File: src/rtl/blc_pkg.sv
package blc_pkg;

  // bus geometry
  localparam int unsigned ADDR_W = 12;

  // register indices; byte address is four times the index
  localparam logic [7:0] IDX_LINE_MODE  = 8'h80;
  localparam logic [7:0] IDX_PM_UPDATE  = 8'h82;
  localparam logic [7:0] IDX_TX_CTRL    = 8'h8c;
  localparam logic [7:0] IDX_RX_CTRL    = 8'h90;
  localparam logic [7:0] IDX_RX_STAT    = 8'h94;
  localparam logic [7:0] IDX_RX_STAT_L  = 8'h96;
  localparam logic [7:0] IDX_RX_IRQ_EN  = 8'h98;
  localparam logic [7:0] IDX_BPV_CNT    = 8'h9c;
  localparam logic [7:0] IDX_EXZ_CNT    = 8'h9e;

  // line_tx_control fields
  localparam int unsigned TX_ZSD_BIT  = 4;
  localparam int unsigned TX_EXCESS_ZERO_INJECT_EN_BIT = 3;
  localparam int unsigned TX_BIPOLAR_VIOL_INJECT_EN_BIT = 2;
  localparam int unsigned TX_TRIG_BIT = 1;
  localparam int unsigned TX_SRC_BIT  = 0;
  localparam int unsigned TX_CTRL_W   = 5;
  localparam logic [TX_CTRL_W-1:0] TX_CTRL_RST = 5'h00;

  // line_rx_control fields
  localparam int unsigned RX_E3_BIT   = 3;
  localparam int unsigned RX_EFMT_BIT = 2;
  localparam int unsigned RX_DFMT_BIT = 1;
  localparam int unsigned RX_ZSD_BIT  = 0;
  localparam int unsigned RX_CTRL_W   = 4;
  localparam logic [RX_CTRL_W-1:0] RX_CTRL_RST = 4'h0;

  // status and latched status fields
  localparam int unsigned ST_EXZ_BIT  = 3;
  localparam int unsigned ST_BPV_BIT  = 1;
  localparam int unsigned ST_LOS_BIT  = 0;
  localparam int unsigned LT_CW_BIT   = 5;
  localparam int unsigned LT_EXZ_BIT  = 4;
  localparam int unsigned LT_EXCESS_ZERO_FLAG_BIT = 3;
  localparam int unsigned LT_BPV_BIT  = 2;
  localparam int unsigned LT_BIPOLAR_VIOL_FLAG_BIT = 1;
  localparam int unsigned LT_LOS_BIT  = 0;
  localparam int unsigned LAT_W       = 6;
  localparam logic [LAT_W-1:0] LAT_RST = 6'h00;

  // counters and line thresholds
  localparam int unsigned CNT_W      = 16;
  localparam logic [3:0]  EXZ_B3ZS   = 4'h3;
  localparam logic [3:0]  EXZ_HDB3   = 4'h4;
  localparam logic [7:0]  LOS_ZEROS  = 8'haf;

  typedef enum logic [1:0] {SYM_ZERO, SYM_CZERO, SYM_ONE, SYM_VIOL} blc_sym_t;

  typedef struct packed {
    logic pos;
    logic neg;
  } blc_bip_t;

  function automatic logic [ADDR_W-1:0] reg_addr(input logic [7:0] idx);
    return {2'b00, idx, 2'b00};
  endfunction : reg_addr

endpackage : blc_pkg

File: src/rtl/blc_top.sv
// Overview of operation
// - tx zero-suppress disable 0: B3ZS/HDB3 substitution plus AMI; 1: AMI only
// - excess-zero inject enable adds excessive-zero events to injected errors
// - bipolar-violation inject enable adds BPVs to injected errors
// - with register trigger selected, each 0-to-1 of trigger inserts one error
// - trigger must drop and rise again; several edges before use give one error
// - error source select: 0 register trigger bit, 1 external trigger pin
// - e3 select counts same-polarity consecutive violations instead of BPVs
// - e3 select ignored in B3ZS mode
// - error-detect format 1 demands signature violation polarity alternation
// - decode format bit selects the same two signature forms for decoding
// - after reset the first signature ignores both format bits
// - rx zero-suppress disable 0: undo substitution and AMI; 1: AMI only
// - live excess-zero flag is one while excess-zero count is nonzero
// - live violation flag is one while violation count is nonzero
// - live signal-absent bit follows the loss-of-signal condition
// - rx zero-suppress disabled forces loss-of-signal clear
// - codeword latched flag sets on each recognised signature
// - excess-zero latched flag sets on each excessive-zero event
// - count latched flags set when live count flags rise
// - violation latched flag sets on each counted violation
// - signal-absent latched flag sets on any change of live state
// - 16-bit violation counter, readable copy refreshed by update
module blc_top (
  input  wire logic                         pclk,
  input  wire logic                         presetn,
  input  wire logic [blc_pkg::ADDR_W-1:0]   paddr,
  input  wire logic                         psel,
  input  wire logic                         penable,
  input  wire logic                         pwrite,
  input  wire logic [31:0]                  pwdata,
  output logic      [31:0]                  prdata,
  output logic                              pready,
  output logic                              pslverr,
  input  wire logic                         tx_data,
  input  wire logic                         tx_bit_en,
  input  wire logic                         ext_error_trigger_pin,
  output blc_pkg::blc_bip_t                 tx_line,
  input  wire blc_pkg::blc_bip_t            rx_line,
  input  wire logic                         rx_bit_en,
  output logic                              rx_data,
  output logic                              rx_data_valid
);

  logic [blc_pkg::TX_CTRL_W-1:0] tx_ctrl_reg;
  logic [blc_pkg::RX_CTRL_W-1:0] rx_ctrl_reg;
  logic [blc_pkg::LAT_W-1:0]     lat_reg, lat_set, lat_clr, irq_en_reg;
  logic                          hdb3_reg;
  logic [blc_pkg::CNT_W-1:0]     bpv_run_reg, exz_run_reg, bpv_snap_reg, exz_snap_reg;
  logic [3:0]                    sync1_reg, sync2_reg;
  logic                          wr_fire, pm_pulse, rd_start;
  logic [31:0]                   rd_word;
  logic                          rd_hit;

  // two-stage synchronisers for pin inputs; only stage two is read
  always_ff @(posedge pclk or negedge presetn) begin
    if (!presetn) begin
      sync1_reg <= 4'h0;
      sync2_reg <= 4'h0;
    end else begin
      sync1_reg <= {ext_error_trigger_pin, rx_line.pos, rx_line.neg, rx_bit_en};
      sync2_reg <= sync1_reg;
    end
  end

  wire ext_trig_s = sync2_reg[3];
  wire rx_pos_s   = sync2_reg[2];
  wire rx_neg_s   = sync2_reg[1];
  wire rx_en_s    = sync2_reg[0];

  function automatic logic hit(input logic [blc_pkg::ADDR_W-1:0] a, input logic [7:0] idx);
    return a == blc_pkg::reg_addr(idx);
  endfunction : hit

  // apb: one wait state, so pready rises in the second access cycle
  assign rd_start = psel & penable & ~pready;
  assign wr_fire  = psel & penable & pready & pwrite;
  assign pm_pulse = wr_fire & hit(paddr, blc_pkg::IDX_PM_UPDATE) & pwdata[0];
  assign lat_clr  = (wr_fire & hit(paddr, blc_pkg::IDX_RX_STAT_L)) ? pwdata[blc_pkg::LAT_W-1:0] : '0;

  always_ff @(posedge pclk or negedge presetn) begin
    if (!presetn) begin
      pready  <= 1'b0;
      pslverr <= 1'b0;
      prdata  <= 32'h0000_0000;
    end else begin
      pready  <= rd_start;
      pslverr <= rd_start & ~rd_hit;
      prdata  <= (rd_start & ~pwrite) ? rd_word : 32'h0000_0000;
    end
  end

  // writable control registers
  always_ff @(posedge pclk or negedge presetn) begin
    if (!presetn) begin
      tx_ctrl_reg <= blc_pkg::TX_CTRL_RST;
      rx_ctrl_reg <= blc_pkg::RX_CTRL_RST;
      irq_en_reg  <= blc_pkg::LAT_RST;
      hdb3_reg    <= 1'b0;
    end else if (wr_fire) begin
      if (hit(paddr, blc_pkg::IDX_TX_CTRL))   tx_ctrl_reg <= pwdata[blc_pkg::TX_CTRL_W-1:0];
      if (hit(paddr, blc_pkg::IDX_RX_CTRL))   rx_ctrl_reg <= pwdata[blc_pkg::RX_CTRL_W-1:0];
      if (hit(paddr, blc_pkg::IDX_RX_IRQ_EN)) irq_en_reg  <= pwdata[blc_pkg::LAT_W-1:0];
      if (hit(paddr, blc_pkg::IDX_LINE_MODE)) hdb3_reg    <= pwdata[0];
    end
  end

  // ---------------- transmit encoder ----------------
  blc_pkg::blc_sym_t enc_sr [4];
  blc_pkg::blc_sym_t enc_win [4];
  logic              enc_par_reg, enc_par_next, tx_last_reg;
  logic              trig_prev_reg, bpv_pend_reg, exz_pend_reg;
  logic              trig_src, trig_edge, sub_do, exz_use, bpv_use, zrun;

  // trigger source mux and rising-edge catch
  assign trig_src  = tx_ctrl_reg[blc_pkg::TX_SRC_BIT] ? ext_trig_s : tx_ctrl_reg[blc_pkg::TX_TRIG_BIT];
  assign trig_edge = trig_src & ~trig_prev_reg;

  // window of the newest four symbols, with substitution applied
  always_comb begin
    enc_win[0]   = tx_data ? blc_pkg::SYM_ONE : blc_pkg::SYM_ZERO;
    enc_win[1]   = enc_sr[0];
    enc_win[2]   = enc_sr[1];
    enc_win[3]   = enc_sr[2];
    enc_par_next = enc_par_reg ^ tx_data;
    zrun = enc_win[0] == blc_pkg::SYM_ZERO && enc_win[1] == blc_pkg::SYM_ZERO
           && enc_win[2] == blc_pkg::SYM_ZERO && (!hdb3_reg || enc_win[3] == blc_pkg::SYM_ZERO);
    sub_do  = zrun & ~tx_ctrl_reg[blc_pkg::TX_ZSD_BIT];
    exz_use = sub_do & exz_pend_reg; // skipped codeword leaves a long zero run
    if (sub_do) begin
      enc_win[0] = exz_use ? blc_pkg::SYM_CZERO : blc_pkg::SYM_VIOL;
      enc_win[1] = blc_pkg::SYM_CZERO;
      enc_win[2] = blc_pkg::SYM_CZERO;
      if (hdb3_reg) enc_win[3] = blc_pkg::SYM_CZERO;
      // even pulse count since last violation needs a balancing pulse first
      if (!exz_use && !enc_par_reg) begin
        if (hdb3_reg) enc_win[3] = blc_pkg::SYM_ONE;
        else          enc_win[2] = blc_pkg::SYM_ONE;
      end
      if (!exz_use) enc_par_next = 1'b0;
    end
  end

  assign bpv_use = tx_bit_en & bpv_pend_reg & (enc_sr[3] == blc_pkg::SYM_ONE);

  // pending requests: a new edge wins over the use in the same cycle
  always_ff @(posedge pclk or negedge presetn) begin
    if (!presetn) begin
      trig_prev_reg <= 1'b0;
      bpv_pend_reg  <= 1'b0;
      exz_pend_reg  <= 1'b0;
    end else begin
      trig_prev_reg <= trig_src;
      if (trig_edge & tx_ctrl_reg[blc_pkg::TX_BIPOLAR_VIOL_INJECT_EN_BIT])      bpv_pend_reg <= 1'b1;
      else if (bpv_use)                                       bpv_pend_reg <= 1'b0;
      if (trig_edge & tx_ctrl_reg[blc_pkg::TX_EXCESS_ZERO_INJECT_EN_BIT])      exz_pend_reg <= 1'b1;
      else if (tx_bit_en & exz_use)                           exz_pend_reg <= 1'b0;
    end
  end

  // shift pipeline and ami polarity output
  always_ff @(posedge pclk or negedge presetn) begin
    if (!presetn) begin
      for (int i = 0; i < 4; i++) enc_sr[i] <= blc_pkg::SYM_ZERO;
      enc_par_reg <= 1'b0;
      tx_last_reg <= 1'b0;
      tx_line     <= '0;
    end else if (tx_bit_en) begin
      for (int i = 0; i < 4; i++) enc_sr[i] <= enc_win[i];
      enc_par_reg <= enc_par_next;
      unique case (enc_sr[3])
        blc_pkg::SYM_ONE: begin
          // injected violation repeats the last polarity
          tx_line     <= bpv_use ? {tx_last_reg, ~tx_last_reg} : {~tx_last_reg, tx_last_reg};
          tx_last_reg <= bpv_use ? tx_last_reg : ~tx_last_reg;
        end
        blc_pkg::SYM_VIOL: tx_line <= {tx_last_reg, ~tx_last_reg};
        blc_pkg::SYM_ZERO, blc_pkg::SYM_CZERO: tx_line <= '0;
      endcase
    end
  end

  // ---------------- receive decoder ----------------
  logic       rx_mark, rx_pol, is_v, dec_sig, err_sig, bpv_ev, lcv_ev, count_ev, exz_ev;
  logic       rx_last_reg, seen_reg, vseen_reg, vpol_reg;
  logic       dec_first_reg, dec_pol_reg, err_first_reg, err_pol_reg;
  logic [3:0] zc_reg, zreq, exz_thr;
  logic [7:0] los_cnt_reg;
  logic [3:0] dec_sr;
  logic       los_next, signal_absent_reg;

  assign rx_mark = rx_pos_s ^ rx_neg_s;
  assign rx_pol  = rx_pos_s;
  assign zreq    = hdb3_reg ? 4'h2 : 4'h1;
  assign exz_thr = hdb3_reg ? blc_pkg::EXZ_HDB3 : blc_pkg::EXZ_B3ZS;
  assign is_v    = rx_en_s & rx_mark & seen_reg & (rx_pol == rx_last_reg);

  // signature checks; first one after reset ignores the format bits
  assign dec_sig = is_v & ~rx_ctrl_reg[blc_pkg::RX_ZSD_BIT] & (zc_reg >= zreq)
                   & (dec_first_reg | ~rx_ctrl_reg[blc_pkg::RX_DFMT_BIT] | (rx_pol != dec_pol_reg));
  assign err_sig = is_v & (zc_reg >= zreq)
                   & (err_first_reg | ~rx_ctrl_reg[blc_pkg::RX_EFMT_BIT] | (rx_pol != err_pol_reg));
  assign bpv_ev   = is_v & ~err_sig;
  assign lcv_ev   = is_v & vseen_reg & (rx_pol == vpol_reg);
  assign count_ev = (hdb3_reg & rx_ctrl_reg[blc_pkg::RX_E3_BIT]) ? lcv_ev : bpv_ev;
  assign exz_ev   = rx_en_s & ~rx_mark & (zc_reg + 4'h1 == exz_thr);
  assign los_next = rx_ctrl_reg[blc_pkg::RX_ZSD_BIT] ? 1'b0 :
                    rx_en_s ? (!rx_mark && los_cnt_reg >= blc_pkg::LOS_ZEROS - 8'h01) : signal_absent_reg;

  // line tracking state
  always_ff @(posedge pclk or negedge presetn) begin
    if (!presetn) begin
      rx_last_reg   <= 1'b0;
      seen_reg      <= 1'b0;
      vseen_reg     <= 1'b0;
      vpol_reg      <= 1'b0;
      dec_first_reg <= 1'b1;
      dec_pol_reg   <= 1'b0;
      err_first_reg <= 1'b1;
      err_pol_reg   <= 1'b0;
      zc_reg        <= 4'h0;
      los_cnt_reg   <= 8'h00;
      signal_absent_reg <= 1'b0;
    end else begin
      signal_absent_reg <= los_next;
      if (rx_en_s) begin
        if (rx_mark) begin
          rx_last_reg <= rx_pol;
          seen_reg    <= 1'b1;
          zc_reg      <= 4'h0;
          los_cnt_reg <= 8'h00;
        end else begin
          if (zc_reg != 4'hf)        zc_reg      <= zc_reg + 4'h1;
          if (los_cnt_reg != 8'hff)  los_cnt_reg <= los_cnt_reg + 8'h01;
        end
        if (is_v) begin
          vseen_reg <= 1'b1;
          vpol_reg  <= rx_pol;
        end
        if (dec_sig) begin
          dec_first_reg <= 1'b0;
          dec_pol_reg   <= rx_pol;
        end
        if (err_sig) begin
          err_first_reg <= 1'b0;
          err_pol_reg   <= rx_pol;
        end
      end
    end
  end

  // decoded data delay line; a signature zeroes itself and its pulse
  always_ff @(posedge pclk or negedge presetn) begin
    if (!presetn) begin
      dec_sr        <= 4'h0;
      rx_data       <= 1'b0;
      rx_data_valid <= 1'b0;
    end else begin
      rx_data_valid <= rx_en_s;
      if (rx_en_s) begin
        rx_data <= dec_sr[3];
        dec_sr  <= {dec_sr[2:0], rx_mark & ~dec_sig};
        if (dec_sig) dec_sr <= {dec_sr[2] & ~hdb3_reg, 3'b000}; // b3zs keeps the bit ahead of its codeword
      end
    end
  end

  // running counters; update copies them out and restarts
  function automatic logic [blc_pkg::CNT_W-1:0] sat_inc(input logic [blc_pkg::CNT_W-1:0] c, input logic ev);
    return (ev && c != 16'hffff) ? c + 16'h0001 : c;
  endfunction : sat_inc

  always_ff @(posedge pclk or negedge presetn) begin
    if (!presetn) begin
      bpv_run_reg  <= 16'h0000;
      exz_run_reg  <= 16'h0000;
      bpv_snap_reg <= 16'h0000;
      exz_snap_reg <= 16'h0000;
    end else if (pm_pulse) begin
      bpv_snap_reg <= sat_inc(bpv_run_reg, count_ev);
      exz_snap_reg <= sat_inc(exz_run_reg, exz_ev);
      bpv_run_reg  <= {15'h0000, count_ev};
      exz_run_reg  <= {15'h0000, exz_ev};
    end else begin
      bpv_run_reg <= sat_inc(bpv_run_reg, count_ev);
      exz_run_reg <= sat_inc(exz_run_reg, exz_ev);
    end
  end

  // live flags and latched status
  logic exz_live, bpv_live, exz_live_prev_reg, bpv_live_prev_reg;
  assign exz_live = exz_run_reg != 16'h0000;
  assign bpv_live = bpv_run_reg != 16'h0000;

  always_comb begin
    lat_set                       = '0;
    lat_set[blc_pkg::LT_CW_BIT]   = dec_sig;
    lat_set[blc_pkg::LT_EXZ_BIT]  = exz_ev;
    lat_set[blc_pkg::LT_EXCESS_ZERO_FLAG_BIT] = exz_live & ~exz_live_prev_reg;
    lat_set[blc_pkg::LT_BPV_BIT]  = count_ev;
    lat_set[blc_pkg::LT_BIPOLAR_VIOL_FLAG_BIT] = bpv_live & ~bpv_live_prev_reg;
    lat_set[blc_pkg::LT_LOS_BIT]  = los_next != signal_absent_reg;
  end

  // set wins over a simultaneous write-one clear
  always_ff @(posedge pclk or negedge presetn) begin
    if (!presetn) begin
      lat_reg           <= blc_pkg::LAT_RST;
      exz_live_prev_reg <= 1'b0;
      bpv_live_prev_reg <= 1'b0;
    end else begin
      lat_reg           <= (lat_reg & ~lat_clr) | lat_set;
      exz_live_prev_reg <= exz_live;
      bpv_live_prev_reg <= bpv_live;
    end
  end

  // read mux; unmapped addresses read zero and flag an error
  always_comb begin
    rd_word = 32'h0000_0000;
    rd_hit  = 1'b1;
    if (hit(paddr, blc_pkg::IDX_TX_CTRL))        rd_word[blc_pkg::TX_CTRL_W-1:0] = tx_ctrl_reg;
    else if (hit(paddr, blc_pkg::IDX_RX_CTRL))   rd_word[blc_pkg::RX_CTRL_W-1:0] = rx_ctrl_reg;
    else if (hit(paddr, blc_pkg::IDX_RX_STAT)) begin
      rd_word[blc_pkg::ST_EXZ_BIT] = exz_live;
      rd_word[blc_pkg::ST_BPV_BIT] = bpv_live;
      rd_word[blc_pkg::ST_LOS_BIT] = signal_absent_reg;
    end
    else if (hit(paddr, blc_pkg::IDX_RX_STAT_L)) rd_word[blc_pkg::LAT_W-1:0] = lat_reg;
    else if (hit(paddr, blc_pkg::IDX_RX_IRQ_EN)) rd_word[blc_pkg::LAT_W-1:0] = irq_en_reg;
    else if (hit(paddr, blc_pkg::IDX_BPV_CNT))   rd_word[blc_pkg::CNT_W-1:0] = bpv_snap_reg;
    else if (hit(paddr, blc_pkg::IDX_EXZ_CNT))   rd_word[blc_pkg::CNT_W-1:0] = exz_snap_reg;
    else if (hit(paddr, blc_pkg::IDX_LINE_MODE)) rd_word[0] = hdb3_reg;
    else if (!hit(paddr, blc_pkg::IDX_PM_UPDATE)) rd_hit = 1'b0;
  end
endmodule : blc_top

File: config.mk
export PLATFORM = sky130hd
export DESIGN_NAME = blc_top
export DESIGN_NICKNAME = d
export VERILOG_FILES = /design/src/rtl/blc_pkg.sv /design/src/rtl/blc_top.sv
export SDC_FILE = /design/constraint.sdc
export NUM_CORES = 1
export LEC_CHECK = 0
export ABC_AREA = 1
export BUFFER_PORTS_ARGS = -buffer_cell sky130_fd_sc_hd__clkbuf_2
export CORE_ASPECT_RATIO = 1.5
export CORE_MARGIN = 2
export CORE_UTILIZATION = 25
export DETAILED_ROUTE_END_ITERATION = 10
export PLACE_DENSITY = 0.42
export SLEW_MARGIN = 10
export SYNTH_ARGS = -nofsm -noshare
export SYNTH_HDL_FRONTEND = slang
export SYNTH_SLANG_ARGS = --single-unit
export TNS_END_PERCENT = 100
File: constraint.sdc
create_clock -name pclk -period 4.08 [get_ports pclk]
set_input_delay 1.224 -clock pclk [delete_from_list [all_inputs] [get_ports pclk]]
set_output_delay 1.224 -clock pclk [all_outputs]
set_load 0.01 [all_outputs]
==> results_tabular.tex <==
\begin{tabular}{lr}
\hline
Metric & Value \\
\hline
\multicolumn{2}{l}{\textbf{STA}} \\
\quad F\_max & 0.3671 GHz \\
\quad Final TNS setup & 0 ns \\
\quad Count of final hold-check violations & 0 \\
\quad Final number of max-transition violations & 0 \\
\quad Minimum period implied by the final worst setup slack & 2.724 ns \\
\quad Worst slew pin tran & 0.6759 ns \\
\quad Clock skew after layout & 0.01828 ns \\
\quad Setup repair after global routing missed its margin & no \\
\quad Worst Hold Slack & 0.3471 ns \\
\quad Headroom to the max-slew limit & 0.5494 \\
\quad Final worst setup slack & 1.356 ns \\
\quad Final worst-path cycle share & 0.6677 \\
\quad Endpoints failing setup & 0 \\
\multicolumn{2}{l}{\textbf{Die}} \\
\quad Io pins & 93 \\
\quad Placement Rows & 81 \\
\quad Core Footprint & 32,530 sq um \\
\quad Floorplan die height & 226.0 um \\
\quad Initial core utilization & 0.2524 \\
\quad Die X-Extent & 152.0 um \\
\quad Die ar. & 34,340 sq um \\
\multicolumn{2}{l}{\textbf{Yosys}} \\
\quad Area of the mapped netlist & 8212 sq um \\
\quad Post-Synthesis Cells & 1,057 \\
\quad Syn\_area\_per\_cell & 7.769 sq um \\
\quad Multiplexer area fraction after synthesis & 0.001371 \\
\quad Xor-xnor portion of the synthesized cell area & 0.02133 \\
\quad Top-area cell type share of the netlist area & 0.4693 \\
\quad Async set-reset flop share out of synthesis & 1.000 \\
\quad Most used DFF post-synth & sky130\_fd\_sc\_hd\_\_dfrtp\_1 \\
\quad Synth area leader & sky130\_fd\_sc\_hd\_\_dfrtp\_1 \\
\quad Dominant combinational cell family by area after synthesis & simple AND/OR/NAND/NOR gates \\
\quad Count of cell types in the netlist & 43 \\
\quad Share of the yosys chip area belonging to registers & 0.4757 \\
\quad Simple-gate share of the synthesized area & 0.3046 \\
\quad Number of synthesized flops with an enable pin & 0 \\
\quad Number of warnings reported in the yosys synthesis log & 0 \\
\quad Number of register bits inferred by synthesis & 156 \\
\quad Compound-cell area share of the yosys netlist & 0.09051 \\
\quad Post-Synth Adder-Cell Area & 0.01371 \\
\quad Largest cells by area after synthesis & sky130\_fd\_sc\_hd\_\_dfrtp\_1 47\%, sky130\_fd\_sc\_hd\_\_nand2\_1 14\%, sky130\_fd\_sc\_hd\_\_inv\_1 5.7\%, sky130\_fd\_sc\_hd\_\_nor2\_1 4.8\%, sky130\_fd\_sc\_hd\_\_nand3\_1 4.3\% \\
\multicolumn{2}{l}{\textbf{Min path}} \\
\quad Type of the most critical hold path & reg -> reg \\
\multicolumn{2}{l}{\textbf{Layout}} \\
\quad Final-layout fill cell count & 3,522 \\
\quad Antenna cells & 0 \\
\quad Combined area of the multi-input logic cells & 3603 sq um \\
\quad Number of cells in the finished layout apart from fillers & 1,536 \\
\quad Final net count & 1,172 \\
\quad Final Cell Area & 9457 sq um \\
\quad Post-route core utilization & 0.2907 \\
\quad Share of final-layout standard cells stronger than drive strength 1 & 0.1133 \\
\quad Seq. cell area & 3906 sq um \\
\quad Layout Area Growth over Synthesis & 15.16\% \\
\multicolumn{2}{l}{\textbf{Setup path}} \\
\quad Capturing instance or port of the critical path & lat\_reg[0]\$\_DFF\_PN0\_ \\
\quad FF-to-FF path depth & 13 \\
\quad Worst r2r src & hdb3\_reg\$\_DFFE\_PN0P\_ \\
\quad Worst path arrival time & 3.04 ns \\
\quad Type of element capturing the critical path & flop \\
\quad Crit path kind & in -> reg \\
\quad Required time reported for the critical path endpoint & 4.40 ns \\
\quad Crit path launch type & input port \\
\quad Crit path launch & paddr[1] \\
\quad Terminus of the critical flop-to-flop path & bpv\_snap\_reg[11]\$\_DFFE\_PN0P\_ \\
\quad Register-to-Register Setup Slack & 1.43 ns \\
\quad Maximum fanout count along the critical path & 10 \\
\multicolumn{2}{l}{\textbf{Clock tree}} \\
\quad Buffers from clock root to sink, at most & 2 \\
\quad Clk pin slew, worst setup/hold paths & 0.07 ns \\
\quad Number of cells upsized or downsized after cts & 0 \\
\quad Root cell of the clock tree & sky130\_fd\_sc\_hd\_\_clkbuf\_16 \\
\quad Post-CTS Hold Fix Bufs & 0 \\
\quad Sink Count & 156 \\
\quad CTS buffer count & 17 \\
\quad Clock tree from TritonCTS & yes \\
\quad Number of buffers added for setup after CTS & 0 \\
\quad Source-to-sink clock delay at the later pin of the worst-skew pair & 0.44 ns \\
\quad Depth of the CTS H-tree & 4 \\
\multicolumn{2}{l}{\textbf{Detailed routing}} \\
\quad DRC violation total after the first TritonRoute iteration & 399 \\
\quad First-pass iteration count of the detailed router & 5 \\
\quad Remaining number of nets flagged by the antenna check after routing & 0 \\
\quad Number of vias per cell & 4.436 \\
\quad Overall routed net length & 22.42 mm \\
\quad Drt wl/cell & 14.60 um \\
\quad Number of remaining DRC errors & 0 \\
\quad Via count & 6,813 \\
\multicolumn{2}{l}{\textbf{Job}} \\
\quad Number of maximum-capacitance constraint violations & 0 \\
\multicolumn{2}{l}{\textbf{Power and ir drop}} \\
\quad Post-route total power & 4.719 mW \\
\quad Maximum vdd ir drop & 0.2096 mV \\
\quad P\_leak & 4.783 nW \\
\quad Power density normalized to cell area & 499.0 nW/um\^{}2 \\
\multicolumn{2}{l}{\textbf{Global routing}} \\
\quad Via count of the first global-routing pass & 6,779 \\
\quad Pin count of the biggest net entering global routing & 67 \\
\quad First-pass GRT wire length & 37.03 mm \\
\quad Number of antenna violations at the first check in global routing & 0 \\
\quad Met1 track demand over resource in global routing & 0.1590 \\
\quad Overall track demand over capacity in global routing & 0.1362 \\
\quad Global-route layer with the greatest usage & met2 \\
\quad M2 GR Usage & 0.2588 \\
\quad Met3 track utilization from global routing & 0.02149 \\
\quad Sum of overflow across all layers after global routing & 0 \\
\multicolumn{2}{l}{\textbf{Place}} \\
\quad Final RePlAce weighted congestion & 0.7675 \\
\quad Placed wire-length estimate after detailed placement & 16.34 mm \\
\quad Instance area after placement & 8874 sq um \\
\quad Buffers on Ports & 50 \\
\quad Post-placement worst setup slack & 0.8629 ns \\
\quad Placed cells & 1,504 \\
\multicolumn{2}{l}{\textbf{Run status}} \\
\quad Status & completed \\
\hline
\end{tabular}
-- kinds of logic after synthesis --
group | after synthesis
mux | 1
buf+inv | 172
xor+xnor | 20
compound gates | 123
fa+ha+maj | 9
flops | 156
simple gates | 575
other cells | 1
-- cell type report --
type,instances,area share
multi-input cells,744,0.3811
flip-flops and latches,156,0.4131
clock buffers,18,0.04538
clock inverters,14,0.01627
well taps,415,0.05491
repair buffers,61,0.03850
inverters,128,0.05081
-- report_power, final --
group	leakage (nW)	switching (mW)	internal [mW]
clock	0.279	0.750	0.866
combinational	2.54	0.722	0.388
sequential	1.96	0.246	1.75
total	4.78	1.72	3.00
-- worst min path at each step --
stage               cells after the start              startpoint                      to
finish                                  0  sync1_reg[1]$_DFF_PN0_  sync2_reg[1]$_DFF_PN0_
global route                            0  sync1_reg[3]$_DFF_PN0_  sync2_reg[3]$_DFF_PN0_
CTS                                     0  sync1_reg[1]$_DFF_PN0_  sync2_reg[1]$_DFF_PN0_
detailed placement                      0  sync1_reg[3]$_DFF_PN0_  sync2_reg[3]$_DFF_PN0_
global placement                        0  sync1_reg[1]$_DFF_PN0_  sync2_reg[1]$_DFF_PN0_
floorplan                               0  sync1_reg[0]$_DFF_PN0_  sync2_reg[0]$_DFF_PN0_
-- synth_stat cells, types with 2 or more instances --
cell type,n
sky130_fd_sc_hd__nand2_1,315
sky130_fd_sc_hd__dfrtp_1,154
sky130_fd_sc_hd__inv_1,125
sky130_fd_sc_hd__nor2_1,106
sky130_fd_sc_hd__nand3_1,70
sky130_fd_sc_hd__o21ai_0,61
sky130_fd_sc_hd__nand4_1,34
sky130_fd_sc_hd__a21oi_1,23
sky130_fd_sc_hd__nor3_1,22
sky130_fd_sc_hd__buf_4,20
sky130_fd_sc_hd__xor2_1,16
sky130_fd_sc_hd__clkbuf_1,14
sky130_fd_sc_hd__a32oi_1,10
sky130_fd_sc_hd__ha_1,9
sky130_fd_sc_hd__o21ai_2,7
sky130_fd_sc_hd__o211ai_1,6
sky130_fd_sc_hd__or2_2,6
sky130_fd_sc_hd__o31ai_1,5
sky130_fd_sc_hd__a31oi_1,4
sky130_fd_sc_hd__buf_2,4
sky130_fd_sc_hd__buf_6,4
sky130_fd_sc_hd__nand3_2,4
sky130_fd_sc_hd__nor4_1,4
sky130_fd_sc_hd__xnor2_1,4
sky130_fd_sc_hd__a32o_1,3
sky130_fd_sc_hd__inv_2,3
sky130_fd_sc_hd__nand3b_1,3
sky130_fd_sc_hd__clkbuf_2,2
sky130_fd_sc_hd__dfstp_2,2
sky130_fd_sc_hd__nand2_4,2
sky130_fd_sc_hd__nor2_2,2
sky130_fd_sc_hd__nor2_4,2
-- routing by layer --
metal | wire length (um) | vias up | share of wire
met5 | 0 | - | 0
met2 | 12150 | 84 | 0.54
met3 | 494 | 11 | 0.022
met4 | 201 | 0 | 0.0090
met1 | 9574 | 3237 | 0.43
li1 | - | 3481 | -
-- critical path: stages --
cell                       delay [ns]
sky130_fd_sc_hd__clkbuf_2        0.09
sky130_fd_sc_hd__nor2_1          0.15
sky130_fd_sc_hd__nand3_1         0.09
sky130_fd_sc_hd__nor2_1          0.30
sky130_fd_sc_hd__nand2_1         0.32
sky130_fd_sc_hd__inv_1           0.29
sky130_fd_sc_hd__nand2_1         0.25
sky130_fd_sc_hd__o21ai_0         0.23
sky130_fd_sc_hd__nand3_1         0.09
-- cell usage in the layout, fill, tap and decap left out, types with 10 or more instances in the layout --
cell type and instances:
sky130_fd_sc_hd__xor2_1 16, sky130_fd_sc_hd__a21oi_1 23, sky130_fd_sc_hd__nand3_1 70, sky130_fd_sc_hd__clkbuf_16 17, sky130_fd_sc_hd__nand4_1 34, sky130_fd_sc_hd__dfrtp_1 154, sky130_fd_sc_hd__nor3_1 22, sky130_fd_sc_hd__a32oi_1 10
sky130_fd_sc_hd__inv_1 125, sky130_fd_sc_hd__conb_1 16, sky130_fd_sc_hd__nor2_1 106, sky130_fd_sc_hd__o21ai_0 61, sky130_fd_sc_hd__nand2_1 315, sky130_fd_sc_hd__clkbuf_2 49
Power figures use the tool's default switching activity.
